### src/epi_pkg.sv
// Register map, field layout and sense encodings of the external pin interrupt unit
package epi_pkg;
  localparam logic [11:0] epi_off_sense = 12'h000;
  localparam logic [11:0] epi_off_enable = 12'h004;
  localparam logic [11:0] epi_off_flags = 12'h008;
  localparam logic [11:0] epi_off_grp_ctrl = 12'h00c;
  localparam logic [11:0] epi_off_grp_flags = 12'h010;
  localparam logic [11:0] epi_off_mask0 = 12'h014;
  localparam logic [11:0] epi_off_mask1 = 12'h018;
  localparam logic [11:0] epi_off_mask2 = 12'h01c;
  localparam logic [11:0] epi_off_mask3 = 12'h020;
  localparam logic [11:0] epi_off_status = 12'h024;
  localparam logic [11:0] epi_off_global = 12'h028;
  localparam logic [7:0] epi_reset_byte = 8'h00;
  localparam int epi_num_ded = 4;
  localparam int epi_num_pc = 27;
  localparam int epi_num_grp = 4;
  localparam int epi_grp_width = 8;
  localparam int epi_grp3_lo = 24;
  localparam int epi_grp3_width = 3;
  localparam int epi_sense_width = 2;
  localparam logic [1:0] epi_sense_low = 2'h0;
  localparam logic [1:0] epi_sense_any = 2'h1;
  localparam logic [1:0] epi_sense_fall = 2'h2;
  localparam logic [1:0] epi_sense_rise = 2'h3;
endpackage

### src/epi_top.sv
// External pin interrupt unit: dedicated pins, pin-change groups, APB registers
// Notes on behaviour
// - Sources raise requests whatever the pin direction; pins are watched as inputs.
// - Group 2 toggles from inputs 23..16, 1 from 15..8, 0 from 7..0, 3 from 26..24.
// - Pin changes are seen from raw levels, usable as a wake signal without clock.
// - Sense field: 00 low level, 01 any change, 10 falling, 11 rising.
// - Low-level mode requests continuously while the pin stays low.
// - Edge and change detection runs on the sampled clock path.
// - Low-level wake is a plain combinational view of the pin.
// - Low level gone before start-up ends gives a wake but no request.
// - Pulses at least two sample periods long always make a request.
// - Dedicated request reaches core only with global and individual enable.
// - Bits 7..4 of enable, flag and group registers read zero.
// - Dedicated flag sets on edge or change, clears on handler entry or write one.
// - Dedicated flag is held clear while the pin is in low-level mode.
// - Group enable with global enable lets a group raise its own request.
// - Input joins its group only when its mask bit is set.
// - Group flag sets on enabled change, clears on handler entry or write one.
// - Pin-change input active only when mask and group enable are both set.
//
// Decided for this implementation: the placing of the registers and the APB slave port.
`timescale 1ns/10ps
module epi_top #(
  parameter int num_ded = epi_pkg::epi_num_ded,
  parameter int num_pc = epi_pkg::epi_num_pc
) (
  input wire logic pclk,
  input wire logic presetn,
  input wire logic psel,
  input wire logic penable,
  input wire logic pwrite,
  input wire logic [11:0] paddr,
  input wire logic [31:0] pwdata,
  output logic [31:0] prdata,
  output logic pready,
  output logic pslverr,
  input wire logic [num_ded-1:0] dedicated_irq_pins,
  input wire logic [num_pc-1:0] pin_change_inputs,
  input wire logic global_irq_enable,
  input wire logic [num_ded-1:0] ded_irq_ack,
  input wire logic [epi_pkg::epi_num_grp-1:0] grp_irq_ack,
  input wire logic startup_done,
  output logic [num_ded-1:0] ded_irq_req,
  output logic [epi_pkg::epi_num_grp-1:0] grp_irq_req,
  output logic wake_request
);
  localparam int ngrp = epi_pkg::epi_num_grp;

  initial begin
    if (num_ded != epi_pkg::epi_num_ded) $error("epi_top supports exactly four dedicated pins");
    if (num_pc != epi_pkg::epi_num_pc) $error("epi_top supports exactly 27 pin-change inputs");
    if (epi_pkg::epi_grp3_lo + epi_pkg::epi_grp3_width != num_pc) begin
      $error("epi_top pin-change groups must cover every input");
    end
    if (epi_pkg::epi_grp3_lo != (ngrp - 1) * epi_pkg::epi_grp_width) begin
      $error("epi_top last group must follow three full groups");
    end
    if (num_ded * epi_pkg::epi_sense_width > 8) begin
      $error("epi_top sense fields must fit one register byte");
    end
  end

  // Software registers
  logic [7:0] ext_irq_sense_control;
  logic [num_ded-1:0] ext_irq_enable_mask;
  logic [ngrp-1:0] pin_change_group_control;
  logic [7:0] pin_change_mask_group0;
  logic [7:0] pin_change_mask_group1;
  logic [7:0] pin_change_mask_group2;
  logic [epi_pkg::epi_grp3_width-1:0] pin_change_mask_group3;
  logic global_sw_enable;
  logic [num_ded-1:0] dedicated_irq_flag;
  logic [ngrp-1:0] pin_change_group_flags;

  // Bus decode
  logic wr_stb;
  logic [7:0] wbyte;
  logic hit;
  logic global_on;

  assign wr_stb = psel && penable && pwrite;
  assign wbyte = pwdata[7:0];
  assign pready = 1'b1;
  // Requests need both the core's global enable and the software copy
  assign global_on = global_irq_enable && global_sw_enable;

  always_comb begin
    if (paddr == epi_pkg::epi_off_sense) begin
      hit = 1'b1;
    end else if (paddr == epi_pkg::epi_off_enable) begin
      hit = 1'b1;
    end else if (paddr == epi_pkg::epi_off_flags) begin
      hit = 1'b1;
    end else if (paddr == epi_pkg::epi_off_grp_ctrl) begin
      hit = 1'b1;
    end else if (paddr == epi_pkg::epi_off_grp_flags) begin
      hit = 1'b1;
    end else if (paddr == epi_pkg::epi_off_mask0) begin
      hit = 1'b1;
    end else if (paddr == epi_pkg::epi_off_mask1) begin
      hit = 1'b1;
    end else if (paddr == epi_pkg::epi_off_mask2) begin
      hit = 1'b1;
    end else if (paddr == epi_pkg::epi_off_mask3) begin
      hit = 1'b1;
    end else if (paddr == epi_pkg::epi_off_status) begin
      hit = 1'b1;
    end else if (paddr == epi_pkg::epi_off_global) begin
      hit = 1'b1;
    end else begin
      hit = 1'b0;
    end
  end

  // Unlisted or unaligned addresses are refused; writes to them change nothing
  assign pslverr = psel && penable && !hit;

  // Control register writes
  always_ff @(posedge pclk or negedge presetn) begin
    if (!presetn) begin
      ext_irq_sense_control <= epi_pkg::epi_reset_byte;
      ext_irq_enable_mask <= '0;
      pin_change_group_control <= '0;
      pin_change_mask_group0 <= epi_pkg::epi_reset_byte;
      pin_change_mask_group1 <= epi_pkg::epi_reset_byte;
      pin_change_mask_group2 <= epi_pkg::epi_reset_byte;
      pin_change_mask_group3 <= '0;
      global_sw_enable <= 1'b0;
    end else if (wr_stb) begin
      if (paddr == epi_pkg::epi_off_sense) begin
        ext_irq_sense_control <= wbyte;
      end else if (paddr == epi_pkg::epi_off_enable) begin
        ext_irq_enable_mask <= wbyte[num_ded-1:0];
      end else if (paddr == epi_pkg::epi_off_grp_ctrl) begin
        pin_change_group_control <= wbyte[ngrp-1:0];
      end else if (paddr == epi_pkg::epi_off_mask0) begin
        pin_change_mask_group0 <= wbyte;
      end else if (paddr == epi_pkg::epi_off_mask1) begin
        pin_change_mask_group1 <= wbyte;
      end else if (paddr == epi_pkg::epi_off_mask2) begin
        pin_change_mask_group2 <= wbyte;
      end else if (paddr == epi_pkg::epi_off_mask3) begin
        pin_change_mask_group3 <= wbyte[epi_pkg::epi_grp3_width-1:0];
      end else if (paddr == epi_pkg::epi_off_global) begin
        global_sw_enable <= wbyte[0];
      end
    end
  end

  // Pin sampling; pin direction is not seen here so outputs still trigger
  logic [num_ded-1:0] ded_level;
  logic [num_ded-1:0] ded_changed;
  logic [num_pc-1:0] pc_level;
  logic [num_pc-1:0] pc_changed;

  epi_sync #(.width(num_ded)) u_ded_sync (
    .pclk(pclk),
    .presetn(presetn),
    .pin(dedicated_irq_pins),
    .level(ded_level),
    .changed(ded_changed)
  );

  epi_sync #(.width(num_pc)) u_pc_sync (
    .pclk(pclk),
    .presetn(presetn),
    .pin(pin_change_inputs),
    .level(pc_level),
    .changed(pc_changed)
  );

  // Filtered levels start low, so pins idling high show one change after reset;
  // every source is masked or in low-level mode then, so no flag is set.
  // A pulse must span two samples to pass the filter; a shorter one may be lost.
  // Dedicated pins: sense decode and flags
  logic [num_ded-1:0] ded_event;
  logic [num_ded-1:0] ded_low_mode;
  logic [num_ded-1:0] ded_low_active;
  logic [num_ded-1:0] ded_flag_wclr;
  logic [1:0] sense [num_ded];
  logic ded_flag_wr;

  assign ded_flag_wr = wr_stb && (paddr == epi_pkg::epi_off_flags);

  always_comb begin
    for (int i = 0; i < num_ded; i++) begin
      // Sense field of pin n sits at bits 2n+1 and 2n
      sense[i] = ext_irq_sense_control[i*epi_pkg::epi_sense_width +: epi_pkg::epi_sense_width];
      ded_low_mode[i] = (sense[i] == epi_pkg::epi_sense_low);
      ded_low_active[i] = ded_low_mode[i] && !ded_level[i];
      case (sense[i])
        epi_pkg::epi_sense_any: ded_event[i] = ded_changed[i];
        epi_pkg::epi_sense_fall: ded_event[i] = ded_changed[i] && ded_level[i];
        epi_pkg::epi_sense_rise: ded_event[i] = ded_changed[i] && !ded_level[i];
        default: ded_event[i] = 1'b0;
      endcase
      ded_flag_wclr[i] = ded_flag_wr && wbyte[i];
    end
  end

  // Pin-change groups
  logic [num_pc-1:0] pc_mask;
  logic [num_pc-1:0] pc_group_en;
  logic [num_pc-1:0] pc_armed;
  logic [num_pc-1:0] pc_raw_diff;
  logic [ngrp-1:0] grp_event;
  logic [ngrp-1:0] grp_flag_wclr;
  logic [ngrp-1:0] grp_raw_change;
  logic grp_flag_wr;

  assign pc_mask = {pin_change_mask_group3, pin_change_mask_group2,
                    pin_change_mask_group1, pin_change_mask_group0};
  assign grp_flag_wr = wr_stb && (paddr == epi_pkg::epi_off_grp_flags);

  // Membership follows the input number: eight inputs a group, three in the last
  always_comb begin
    for (int j = 0; j < num_pc; j++) begin
      pc_group_en[j] = pin_change_group_control[j / epi_pkg::epi_grp_width];
    end
  end

  // Input counts only with mask and group enable both set
  assign pc_armed = pc_mask & pc_group_en;
  // Raw pin against the filtered level: seen before any clock edge samples it
  assign pc_raw_diff = pin_change_inputs ^ pc_level;

  always_comb begin
    for (int g = 0; g < ngrp; g++) begin
      grp_event[g] = 1'b0;
      grp_raw_change[g] = 1'b0;
      grp_flag_wclr[g] = grp_flag_wr && wbyte[g];
    end
    for (int j = 0; j < num_pc; j++) begin
      if (pc_armed[j] && pc_changed[j]) begin
        grp_event[j / epi_pkg::epi_grp_width] = 1'b1;
      end
      if (pc_armed[j] && pc_raw_diff[j]) begin
        grp_raw_change[j / epi_pkg::epi_grp_width] = 1'b1;
      end
    end
  end

  // A set in the same cycle as a clear wins, so no event is lost to handler entry
  genvar k;
  generate
    for (k = 0; k < num_ded; k++) begin : g_ded
      epi_flag u_flag (
        .pclk(pclk),
        .presetn(presetn),
        .set(ded_event[k]),
        .clear(ded_irq_ack[k] || ded_flag_wclr[k]),
        .hold_clear(ded_low_mode[k]),
        .flag(dedicated_irq_flag[k])
      );
    end
    for (k = 0; k < ngrp; k++) begin : g_grp
      epi_flag u_flag (
        .pclk(pclk),
        .presetn(presetn),
        .set(grp_event[k]),
        .clear(grp_irq_ack[k] || grp_flag_wclr[k]),
        .hold_clear(1'b0),
        .flag(pin_change_group_flags[k])
      );
    end
  endgenerate

  // Low level is only honoured once start-up has completed
  logic [num_ded-1:0] low_req;
  assign low_req = ded_low_active & {num_ded{startup_done}};

  // Request lines to the core
  always_comb begin
    for (int i = 0; i < num_ded; i++) begin
      ded_irq_req[i] = global_on && ext_irq_enable_mask[i] &&
                       (dedicated_irq_flag[i] || low_req[i]);
    end
  end

  // Group requests leave through each group's own line
  always_comb begin
    for (int g = 0; g < ngrp; g++) begin
      grp_irq_req[g] = global_on && pin_change_group_control[g] &&
                       pin_change_group_flags[g];
    end
  end

  // Wake paths that need no sampled clock edge
  logic low_wake;
  always_comb begin
    low_wake = 1'b0;
    for (int i = 0; i < num_ded; i++) begin
      if (ext_irq_enable_mask[i] && ded_low_mode[i] && !dedicated_irq_pins[i]) begin
        low_wake = 1'b1;
      end
    end
  end
  assign wake_request = low_wake || (|grp_raw_change);

  // Read data, registered on the setup cycle
  // Unused upper bits read zero; status shows the filtered dedicated pin levels
  logic [31:0] next_prdata;
  always_comb begin
    next_prdata = '0;
    if (paddr == epi_pkg::epi_off_sense) begin
      next_prdata[7:0] = ext_irq_sense_control;
    end else if (paddr == epi_pkg::epi_off_enable) begin
      next_prdata[num_ded-1:0] = ext_irq_enable_mask;
    end else if (paddr == epi_pkg::epi_off_flags) begin
      next_prdata[num_ded-1:0] = dedicated_irq_flag;
    end else if (paddr == epi_pkg::epi_off_grp_ctrl) begin
      next_prdata[ngrp-1:0] = pin_change_group_control;
    end else if (paddr == epi_pkg::epi_off_grp_flags) begin
      next_prdata[ngrp-1:0] = pin_change_group_flags;
    end else if (paddr == epi_pkg::epi_off_mask0) begin
      next_prdata[7:0] = pin_change_mask_group0;
    end else if (paddr == epi_pkg::epi_off_mask1) begin
      next_prdata[7:0] = pin_change_mask_group1;
    end else if (paddr == epi_pkg::epi_off_mask2) begin
      next_prdata[7:0] = pin_change_mask_group2;
    end else if (paddr == epi_pkg::epi_off_mask3) begin
      next_prdata[epi_pkg::epi_grp3_width-1:0] = pin_change_mask_group3;
    end else if (paddr == epi_pkg::epi_off_status) begin
      next_prdata[num_ded-1:0] = ded_level;
    end else if (paddr == epi_pkg::epi_off_global) begin
      next_prdata[0] = global_sw_enable;
    end
  end

  always_ff @(posedge pclk or negedge presetn) begin
    if (!presetn) begin
      prdata <= '0;
    end else if (psel && !penable && !pwrite) begin
      prdata <= next_prdata;
    end
  end
endmodule

### src/epi_sync.sv
// Three-stage pin synchroniser with agreement filter
`timescale 1ns/10ps
module epi_sync #(
  parameter int width = 1
) (
  input wire logic pclk,
  input wire logic presetn,
  input wire logic [width-1:0] pin,
  output logic [width-1:0] level,
  output logic [width-1:0] changed
);
  logic [width-1:0] stage1;
  logic [width-1:0] stage2;
  logic [width-1:0] stage3;

  initial begin
    if (width < 1) $error("epi_sync width must be positive");
  end

  always_ff @(posedge pclk or negedge presetn) begin
    if (!presetn) begin
      stage1 <= '0;
      stage2 <= '0;
      stage3 <= '0;
    end else begin
      stage1 <= pin;
      stage2 <= stage1;
      stage3 <= stage2;
    end
  end

  // Output follows only once stages two and three agree
  always_ff @(posedge pclk or negedge presetn) begin
    if (!presetn) begin
      level <= '0;
    end else begin
      for (int i = 0; i < width; i++) begin
        if (stage2[i] == stage3[i]) begin
          level[i] <= stage3[i];
        end
      end
    end
  end

  always_comb begin
    for (int i = 0; i < width; i++) begin
      changed[i] = (stage2[i] == stage3[i]) && (stage3[i] != level[i]);
    end
  end
endmodule

### src/epi_flag.sv
// Sticky interrupt flag: set beats clear
`timescale 1ns/10ps
module epi_flag (
  input wire logic pclk,
  input wire logic presetn,
  input wire logic set,
  input wire logic clear,
  input wire logic hold_clear,
  output logic flag
);
  always_ff @(posedge pclk or negedge presetn) begin
    if (!presetn) begin
      flag <= 1'b0;
    end else if (hold_clear) begin
      flag <= 1'b0;
    end else if (set) begin
      flag <= 1'b1;
    end else if (clear) begin
      flag <= 1'b0;
    end
  end
endmodule

### config.mk
export PLATFORM = sky130hd
export DESIGN_NAME = epi_top
export DESIGN_NICKNAME = d
export VERILOG_FILES = /design/src/epi_pkg.sv /design/src/epi_top.sv /design/src/epi_sync.sv /design/src/epi_flag.sv
export SDC_FILE = /design/constraint.sdc
export NUM_CORES = 1
export LEC_CHECK = 0
export ABC_AREA = 1
export BUFFER_PORTS_ARGS = -buffer_cell sky130_fd_sc_hd__buf_4
export CAP_MARGIN = 20
export CORE_MARGIN = 3
export CORE_UTILIZATION = 56
export DETAILED_ROUTE_END_ITERATION = 6
export PLACE_DENSITY = 0.84
export SETUP_SLACK_MARGIN = 0.2
export SLEW_MARGIN = 0
export SYNTH_ARGS = -nofsm -noshare
export SYNTH_HDL_FRONTEND = slang
export SYNTH_SLANG_ARGS = --single-unit
### constraint.sdc
create_clock -name pclk -period 2.13 [get_ports pclk]
set_clock_uncertainty 0.2 [all_clocks]
set_input_delay 0.426 -clock pclk [delete_from_list [all_inputs] [get_ports pclk]]
set_output_delay 0.426 -clock pclk [all_outputs]
set_load 0.02 [all_outputs]
# == Word-level counts from Yosys, hierarchy flattened ==
# Cells that the tools add are included.
# totals
ff_bits,184
out_inout_bits,43
input_bits,90
wordCells,442
# op_classes
n_mux,111
n_reduce_logical,183
bitwise,10
n_eq_ne,84
# ops
operator,n
logical AND 1 bit,137
two-way mux 1 bit,92
"== test 12 x 5 -> 1 bit, second input constant",4
two-way mux 4 bit,10
"== test 12 x 6 -> 1 bit, second input constant",3
== test 1 bit,31
inequality test 1 bit,31
AND 27 bit,1
bitwise XOR 27 bit,1
"== test 12 x 4 -> 1 bit, second input constant",2
two-way mux 8 bit,3
"== test 2 bit, second input constant",8
logical OR 1 bit,13
"== test 12 x 3 -> 1 bit, second input constant",1
logical NOT 12 bit,1
one-hot mux 1 bit (3 select lines),4
nonzero test 3 bit,4
logical NOT 1 bit,11
AND reduction 9 bit,1
"== test 2 x 1 -> 1 bit, second input constant",4
logical NOT 2 bit,4
AND reduction 8 bit,1
nonzero test 2 bit,4
NOT 1 bit,7
9 further kinds,10

# == Depth between registers and ports, before layout ==
# Gate-level depths: netlist of the first run.
# logic_depth
word_depth,14
ltp_mapped,13
depth_no_buf,13

# == Cells and area by module ==
# Synthesis of the first run repeated with hierarchy kept, for this count alone.
# hier_totals
hier_cells,1110
area_unflattened_um2,8859.7
# by_module_without_submodules
mod,area_each_um2,instances,cells_per_inst,seq_area_each_um2
epi_top,3961.3,1,574,1301.2
epi_sync (u_pc_sync),3952.5,1,432,2702.6
epi_sync (u_ded_sync),585.6,1,64,400.4
epi_flag,45.0,8,5,25.0

# == Least setup slack after synthesis of the first run ==
# OpenSTA, ideal clock, no wires.
# synth_timing
kind,input -> output
start,in paddr[11]
end,out pslverr
arrival_ps,1513
cell_stages,7
required_time_ps,1504
slack_ps,-9
n_path_buf,1
cell_sequence,nor2_1 > nand2_2 > buf_6 > nor2_1 > a32oi_1 > nand3_1 > nor3_1
# synth_between
elab_chain_len,14
word_cells_on_any_way,24
classes_between,eq/ne (10); mux (11); reduce/logical (3)
# synth_lines
item,line,text
from (decl),epi_top.sv:32,"input wire logic [11:0] paddr,"
== test 12 x 6 -> 1 bit,epi_top.sv:108,end else if (paddr == epi_pkg::epi_off_global) begin
two-way mux 1 bit,epi_top.sv:108,
two-way mux 1 bit,epi_top.sv:106,end else if (paddr == epi_pkg::epi_off_status) begin
two-way mux 1 bit,epi_top.sv:104,end else if (paddr == epi_pkg::epi_off_mask3) begin
two-way mux 1 bit,epi_top.sv:102,end else if (paddr == epi_pkg::epi_off_mask2) begin
two-way mux 1 bit,epi_top.sv:100,end else if (paddr == epi_pkg::epi_off_mask1) begin
two-way mux 1 bit,epi_top.sv:98,end else if (paddr == epi_pkg::epi_off_mask0) begin
two-way mux 1 bit,epi_top.sv:96,end else if (paddr == epi_pkg::epi_off_grp_flags) begin
two-way mux 1 bit,epi_top.sv:94,end else if (paddr == epi_pkg::epi_off_grp_ctrl) begin
two-way mux 1 bit,epi_top.sv:92,end else if (paddr == epi_pkg::epi_off_flags) begin
two-way mux 1 bit,epi_top.sv:90,end else if (paddr == epi_pkg::epi_off_enable) begin
two-way mux 1 bit (*),epi_top.sv:88,if (paddr == epi_pkg::epi_off_sense) begin
logical NOT 1 bit (*),epi_top.sv:116,assign pslverr = psel && penable && !hit;
logical AND 1 bit (*),epi_top.sv:116,
to (decl),epi_top.sv:36,"output logic pslverr,"
# Every way passes the cells marked *; elsewhere a longest branch is shown, timed or not.

# == Worst setup path in the final report of the first run ==
# layout_timing
start,reg pin_change_group_control[2]
end,out wake_request
# layout_between
elab_chain_len,12
word_cells_on_any_way,19
classes_between,mux (8); bitwise (1); reduce/logical (10)
# layout_lines
item,line,text
from (decl),epi_top.sv:66,logic [ngrp-1:0] pin_change_group_control;
from (signal assigned),epi_top.sv:135,pin_change_group_control <= wbyte[ngrp-1:0];
AND 27 bit (*),epi_top.sv:223,assign pc_armed = pc_mask & pc_group_en;
logical AND 1 bit,epi_top.sv:237,if (pc_armed[j] && pc_raw_diff[j]) begin
two-way mux 1 bit (7 in a row),epi_top.sv:237,
two-way mux 1 bit (*),epi_top.sv:237,
OR reduction 4 bit (*),epi_top.sv:298,assign wake_request = low_wake || (|grp_raw_change);
logical OR 1 bit (*),epi_top.sv:298,
to (decl),epi_top.sv:45,output logic wake_request
# Marks and branches as above.

==> key figures, run 1 <==
Die
  • Die area: 0.0159 sq mm
  • Cell Rows: 43
  • Initial cell density of the core: 0.576
  • Die width: 126 um
  • Core ar.: 0.0140 sq mm
  • Top-level I/O count: 133
  • Die Y: 126 um

Synthesis
  • Top post-synthesis cells by area: dfrtp_1, nand2_1, a21oi_1
  • Synth unique cells: 46
  • Number of synthesized flops with an enable pin: 0
  • Yosys warns: 0
  • Post-Syn Area: 0.00806 sq mm
  • Sequential share of the synthesized area: 0.571
  • Synth async-reset ratio: 1.00
  • Register bit count reported by yosys: 184
  • Synth Flop Type: dfrtp_1
  • Post-synth top area share: 0.571
  • Cells after Synth: 847
  • Largest area contributor in the netlist: dfrtp_1
  • Mean Syn Cell Area: 9.52 sq um

Worst setup path
  • WP data arrival: 1960 ps
  • Slowest CP cell: dfrtp_2
  • Critical path startpoint category: flip-flop
  • Critical Path RT: 1500 ps
  • Critical Path End: wake_request
  • Critical-path cell list: nand2_2 -> a21oi_1 -> o21ai_0 -> o2111ai_2 -> nor3_2 -> buf_4 -> nand4_1 -> buf_6
  • Setup CP Type: reg -> out
  • R2R cell count: 7
  • Flop2flop setup slack: 270 ps
  • FF-to-FF Start: pin_change_group_control[2]
  • CP startpoint: pin_change_group_control[2]
  • Critical Path End Type: output pin
  • Crit-path max cell delay: 480 ps
  • Critical Path Fanout Max: 6
  • Critical R2R Capture: g_grp[2].u_flag.flag

Run
  • Max-cap violation count: 0

Timing
  • Period utilization: 1.21
  • Setup violators final: 6
  • Fmax: 387 MHz
  • Hold slack: 18.4 ps
  • RSZ-0062 raised after global routing: true
  • Minimum clock period: 2590 ps
  • Final Max Tran Viols: 0
  • TNS Setup: -703 ps
  • Fin. Hold Viols: 0
  • PnR worst setup slack: -456 ps

Power
  • LEAKAGE: 5.16 nW
  • Power, Total: 0.00775 W
  • Peak VDD IR: 667 uV
  • Pwr/cell area: 714 mW/mm^2

Cells and area
  • FILL cells: 903
  • Ratio of cells with drive above 1 in the final layout: 0.291
  • Final instance area: 0.0109 sq mm
  • Layout area overhead: 34.7%
  • Nets@finish: 1,156
  • Ant. Diodes: 0

CTS
  • Worst skew pair latency: 440 ps
  • H-tree Lvls: 4
  • Sinks on Clock Net: 184
  • CTS Buf Count: 17
  • CTS tree: yes
  • Reg clk slew, reported paths: 70 ps
  • Root Driver: clkbuf_16
  • Clock Path Buffers: 2

Run status
  • Failing checks: negative setup slack
  • Outcome: finished, violations left

Detailed routing
  • ANT nets after route: 0
  • Drt pass-1 iters: 6
  • 1st-iter DRT viols: 651
  • DRC: 0
  • Post-DR wirelength/cell: 18.1 um
  • Via Count: 7,136
  • Via density: 5.67
  • Routed WL: 22.7 mm

Place
  • HPWL after DPL: 15.5 mm
  • # port buffers: 83
  • Placed Area: 0.00942 sq mm
  • Gpl congestion: 0.961

Global routing
  • Vias in the first global route: 7,287
  • Largest net degree at the start of global routing: 43
  • Initial antenna violation count: 0
  • First-pass GRT wire length: 36.1 mm
  • GRT overflow: 0
  • Global-route usage over all layers: 0.289

Min path
  • Hold_sp: pin_change_inputs[7]
  • Worst Hold Class: in -> reg
==> where the power goes <==
group	leakage (nW)	internal [W]	switching [W]
sequential	2.27	0.00365	0.000149
clock	0.291	0.00189	0.00139
combinational	2.59	0.000301	0.000376
total	5.16	0.00584	0.00191
==> per-stage QoR <==
stage	std cells	utilization	worst slack (ps)
floorplan	870	-	166
global placement	1172	0.673	-98.3
detailed placement	1172	0.673	-128
CTS	1249	0.760	-420
global route	1258	0.777	-563
finish	1258	0.777	-456
==> area by class of cell <==
| cell class | instances | area [sq um] | area share |
|---|---|---|---|
| multi-input cells | 582 | 3300 | 0.304 |
| clock inverters | 13 | 169 | 0.0155 |
| inverters | 69 | 273 | 0.0251 |
| well taps | 180 | 225 | 0.0207 |
| clock buffers | 18 | 439 | 0.0404 |
| repair buffers | 212 | 1840 | 0.169 |
| flip-flops and latches | 184 | 4620 | 0.425 |
==> cells in the mapped netlist, drive strengths merged (3+ instances only) <==
master and instances:
nand2 175, nand4 16, clkbuf 5, inv 69, dfrtp 184, maj3 9
nor2 73, o21ai 78, buf 30, o2111ai 10, o22ai 3, mux2i 9
nor3b 4, a21oi 81, xnor2 4, nand3 38, a22oi 3, o211ai 6
nor3 17, o31ai 4, xor2 8, a221oi 3, a211oi 3
==> per-layer routing <==
| layer | routed length, um | GRT usage | vias up |
|---|---|---|---|
| met5 | 0 | 0 | - |
| met2 | 11100 | 0.463 | 330 |
| met3 | 1650 | 0.0683 | 69 |
| met1 | 9210 | 0.383 | 3476 |
| li1 | - | - | 3261 |
| met4 | 794 | 0.119 | 0 |
==> kinds of logic (layout without fill, tap and decap cells) <==
family	Yosys count	after routing	share of synthesized area
flops	184	184	0.571
xor+xnor	12	12	0.0130
fa+ha+maj	9	9	0.0112
other cells	2	25	0.000931
mux	9	9	0.0112
simple gates	330	330	0.187
buf+inv	104	312	0.0632
compound gates	197	197	0.143
==> how the worst min path moves through the flow <==
stage | slack [ps] | end | cells past startpoint
6_report | 20 | u_pc_sync.stage1[7] | 2
5_1_grt | 20 | u_pc_sync.stage1[7] | 2
4_1_cts | -100 | u_pc_sync.stage1[22] | 1
3_5_place_dp | 130 | u_pc_sync.stage2[10] | 0
3_3_place_gp | 130 | u_ded_sync.stage2[3] | 0
2_1_floorplan | -70 | ext_irq_enable_mask[0] | 0
==> cell usage in the layout (no fill, tap or decap), types with 4 or more instances in the layout <==
cell,netlist,layout
nand2_4,1,5
nor2_2,7,7
clkinvlp_4,0,4
nand3_1,33,31
inv_4,0,4
o21ai_2,13,14
dfrtp_1,184,175
mux2i_1,9,9
nand2_2,6,13
dfrtp_2,0,9
o2111ai_1,10,9
nand4_1,16,16
a21oi_1,80,76
xor2_1,8,8
nor3_1,15,6
o21ai_1,5,9
nand2_1,168,156
nor2_1,62,55
maj3_1,9,9
buf_4,25,150
inv_2,8,6
conb_1,2,25
nor2_4,4,11
buf_12,0,6
o31ai_1,4,4
o21ai_0,60,55
xnor2_1,4,4
dlygate4sd3_1,0,31
clkbuf_16,0,17
buf_6,3,22
o211ai_1,6,6
inv_1,61,58
nor3_2,2,8
a21oi_2,1,5
nand3_4,2,4
nor3b_2,0,4
==> state kept, by name, indices dropped and copies added, names as in the netlist, 4 cells and up <==
register and cells:
pin_change_mask_group2 8, u_ded_sync.stage3 4, u_ded_sync.stage2 4, ext_irq_enable_mask 4, g_ded.u_flag.flag 4, u_ded_sync.stage1 4
u_pc_sync.level 27, u_ded_sync.level 4, u_pc_sync.stage1 27, pin_change_mask_group1 8, u_pc_sync.stage2 27, pin_change_mask_group0 8
pin_change_group_control 4, u_pc_sync.stage3 27, g_grp.u_flag.flag 4, prdata 8, ext_irq_sense_control 8
==> critical path: cells and delay by family, from the launching register on <==
| family | cells | cell delay, ps |
|---|---|---|
| buffers and inverters | 2 | 320 |
| AOI/OAI and AO/OA | 3 | 350 |
| DFF | 1 | 480 |
| and+or+nand+nor | 3 | 380 |
==> repair_timing <==
item	in CTS	in global routing
setup buffers	16	8
setup endpoints to repair	10	12
hold endpoints to repair	65	1
pin swaps	18	25
gates resized for setup	56	43
hold buffers	30	1
(Power assumes the default switching activity.)
==> run 2: changes to the inputs <==
- ABC_AREA: 1 -> unset
==> run 2 against run 1 <==
First-iteration DRC count is 14% higher; largest power group unchanged; register-to-register slack improved by 60 ps; highest routed layer unchanged; die area decreased by 1.0%; sequential share of layout area increased by 1.2 points; the run still ends with negative setup slack left.
==> key figures, run 2 <==
Die
  • Core ar.: 0.0136 sq mm (-3.1%)
  • Initial cell density of the core: 0.588 (+0.0120)
  • Die Y: 125 um (-0.50%)
  • Die width: 125 um (-0.50%)
  • Top-level I/O count: 133 (unchanged)
  • Die area: 0.0157 sq mm (-1.0%)
  • Cell Rows: 42 (-2.3%)

Cells and area
  • Ant. Diodes: 0 (unchanged)
  • Utilization after layout: 0.777 (about the same)
  • Non-Filler Instances: 1,063 (-16%)
  • Most common cell after layout, fill and taps aside: dfrtp_1
  • Layout area overhead: 32.0%
  • FILL cells: 856 (-5.2%)
  • Ratio of cells with drive above 1 in the final layout: 0.333 (+0.0413)
  • Most frequent cells in the layout: dfrtp_1, buf_4, nand2_1
  • Nets@finish: 965 (-17%)

CTS
  • Reg clk slew, reported paths: 70 ps (about the same)
  • Sinks on Clock Net: 184 (unchanged)
  • Clock Path Buffers: 2 (unchanged)
  • CTS tree: yes
  • H-tree Lvls: 4 (unchanged)
  • Worst skew pair latency: 430 ps (about the same)
  • Root Driver: clkbuf_16
  • CTS Buf Count: 17 (unchanged)

Synthesis
  • Synth Flop Type: dfrtp_1
  • Sequential share of the synthesized area: 0.577 (+0.00609)
  • Most frequent cell after synthesis: dfrtp_1
  • Post-Syn Area: 0.00798 sq mm (-1.1%)
  • Synth async-reset ratio: 1.00 (unchanged)
  • Register bit count reported by yosys: 184 (unchanged)
  • Largest area contributor in the netlist: dfrtp_1
  • Number of synthesized flops with an enable pin: 0 (unchanged)
  • Post-synth top area share: 0.577 (+0.00609)
  • Mean Syn Cell Area: 12.0 sq um (+26%)
  • Synth top cells by count: dfrtp_1, nand2_1, mux2_2, nor2_1
  • Top post-synthesis cells by area: dfrtp_1, mux2_2, maj3_1
  • Synth unique cells: 63 (+37%)
  • Cells after Synth: 664 (-22%)
  • Yosys warns: 0 (unchanged)

Timing
  • Minimum clock period: 2620 ps (+29.4 ps)
  • Final Max Tran Viols: 0 (unchanged)
  • RSZ-0062 raised after global routing: true
  • Setup violators final: 4 (-2)
  • Period utilization: 1.23 (+0.0138)
  • TNS Setup: -724 ps (-20.3 ps)
  • PnR worst setup slack: -485 ps (-29.4 ps)
  • Slew margin rel.: 0.655
  • Fmax: 382 MHz (-1.1%)
  • Slew @ Worst Pin: 504 ps
  • Fin. Hold Viols: 0 (unchanged)

Place
  • # port buffers: 83 (unchanged)
  • Placed instance count: 990 (-16%)
  • Gpl congestion: 0.930 (-3.2%)
  • DP Worst Slack: -263 ps (-135 ps)
  • HPWL after DPL: 15.8 mm (+2.4%)

Power
  • Psw: 0.00200 W (+4.2%)
  • Clock power share: 0.409 (-0.013)
  • LEAKAGE: 4.88 nW (-5.4%)
  • Power Internal: 0.00578 W (-0.97%)
  • Power share of the sequential group: 0.490 (about the same)
  • Switching share of power: 0.257 (+0.00966)
  • Peak VDD IR: 689 uV (+3.2%)
  • Comb pwr share: 0.101 (+0.014)
  • Pwr/cell area: 738 mW/mm^2 (+3.5%)

Worst setup path
  • Critical Path End Type: output pin
  • WP data arrival: 1990 ps (+30 ps)
  • Setup CP Type: reg -> out
  • Critical Path RT: 1500 ps (about the same)
  • Critical Path Fanout Max: 2 (-4)
  • Critical path startpoint category: flip-flop

Detailed routing
  • Via Count: 6,310 (-12%)
  • ANT nets after route: 0 (unchanged)
  • DRC: 0 (unchanged)
  • Post-DR wirelength/cell: 21.3 um (+18%)
  • Via density: 5.94 (+4.6%)
  • 1st-iter DRT viols: 744 (+14%)
  • Drt pass-1 iters: 5 (-1)
  • Routed WL: 22.6 mm (-0.45%)

Global routing
  • Initial antenna violation count: 0 (unchanged)
  • Largest net degree at the start of global routing: 49 (+14%)
  • GRT overflow: 0 (unchanged)
  • Vias in the first global route: 6,586 (-9.6%)
  • First-pass GRT wire length: 35.4 mm (-1.9%)
  • Global-route usage over all layers: 0.290 (+0.00121)

Run
  • Max-cap violation count: 0 (unchanged)

Run status
  • Outcome: finished, violations left
  • Failing checks: negative setup slack

Min path
  • Worst Hold Class: in -> reg
[run 2: path summary, 6_finish.rpt]
check / start / cells after the start / endpoint / slack [ps]
worst max-delay path: ext_irq_enable_mask[0] / 6 / wake_request / -490
worst min-delay path: dedicated_irq_pins[0] / 2 / u_ded_sync.stage1[0] / 30
worst max register to register: u_pc_sync.level[9] / 6 / g_grp[1].u_flag.flag / 330
worst min register to register: u_pc_sync.stage1[9] / 0 / u_pc_sync.stage2[9] / 150
max in group asynchronous: presetn / 3 / u_pc_sync.stage2[0] / 760
min in group asynchronous: presetn / 2 / ext_irq_sense_control[4] / 250
[run 2: area by class of cell]
| type | count | area, sq um | area share |
|---|---|---|---|
| sequential | 184 | 4610 | 0.437 |
| multi-input combinational | 448 | 3310 | 0.314 |
| timing repair buffer | 209 | 1750 | 0.166 |
| clock buffer | 17 | 425 | 0.0404 |
| tap | 176 | 220 | 0.0209 |
| clock inverter | 14 | 165 | 0.0157 |
| inverter | 15 | 56.3 | 0.00535 |
[run 2: routing by layer]
metal | vias to the layer above | track usage | routed length, um
li1 | 2793 | - | -
met3 | 60 | 0.0618 | 1530
met1 | 3150 | 0.388 | 9190
met4 | 0 | 0.107 | 743
met5 | - | 0 | 0
met2 | 307 | 0.473 | 11200
[run 2: metrics by stage]
step	total power [W]	cell area (sq um)	hold slack [ps]
final	0.00778	10500	30.4
after global routing	0.00805	10500	27.8
after CTS	0.00778	10400	20.6
after detailed placement	0.00457	9330	136
after global placement	0.00452	9330	126
after floorplan	0.00418	8080	-69.6
[run 2: cell families after synthesis]
| logic type | share of synthesized area |
|---|---|
| other cells | 0.000941 |
| simple gates | 0.142 |
| compound gates | 0.109 |
| flops | 0.577 |
| fa+ha+maj | 0.0339 |
| buf+inv | 0.0405 |
| mux | 0.0663 |
| xor+xnor | 0.0307 |
[run 2: power groups by stage]
stage               combinational [W]  clock [W]  sequential (W)
global placement             0.000676          0         0.00385
CTS                          0.000762    0.00321         0.00380
floorplan                    0.000334          0         0.00385
global route                 0.000853    0.00338         0.00383
finish                       0.000786    0.00318         0.00381
detailed placement           0.000701          0         0.00386
[run 2: worst max-delay path: stages (launching register included)]
cell       delay [ps]
dfrtp_1           380
nor4b_4           140
a31oi_2           240
o2111ai_2         210
a311oi_2          280
nand3_2           140
buf_6             150
[run 2: repair_timing]
| item | CTS | global route |
|---|---|---|
| pin swaps | 16 | 14 |
| hold endpoints to repair | 56 | 0 |
| setup endpoints to repair | 10 | 15 |
| hold buffers | 31 | 0 |
| gates resized for setup | 30 | 22 |
| setup buffers | 4 | 7 |
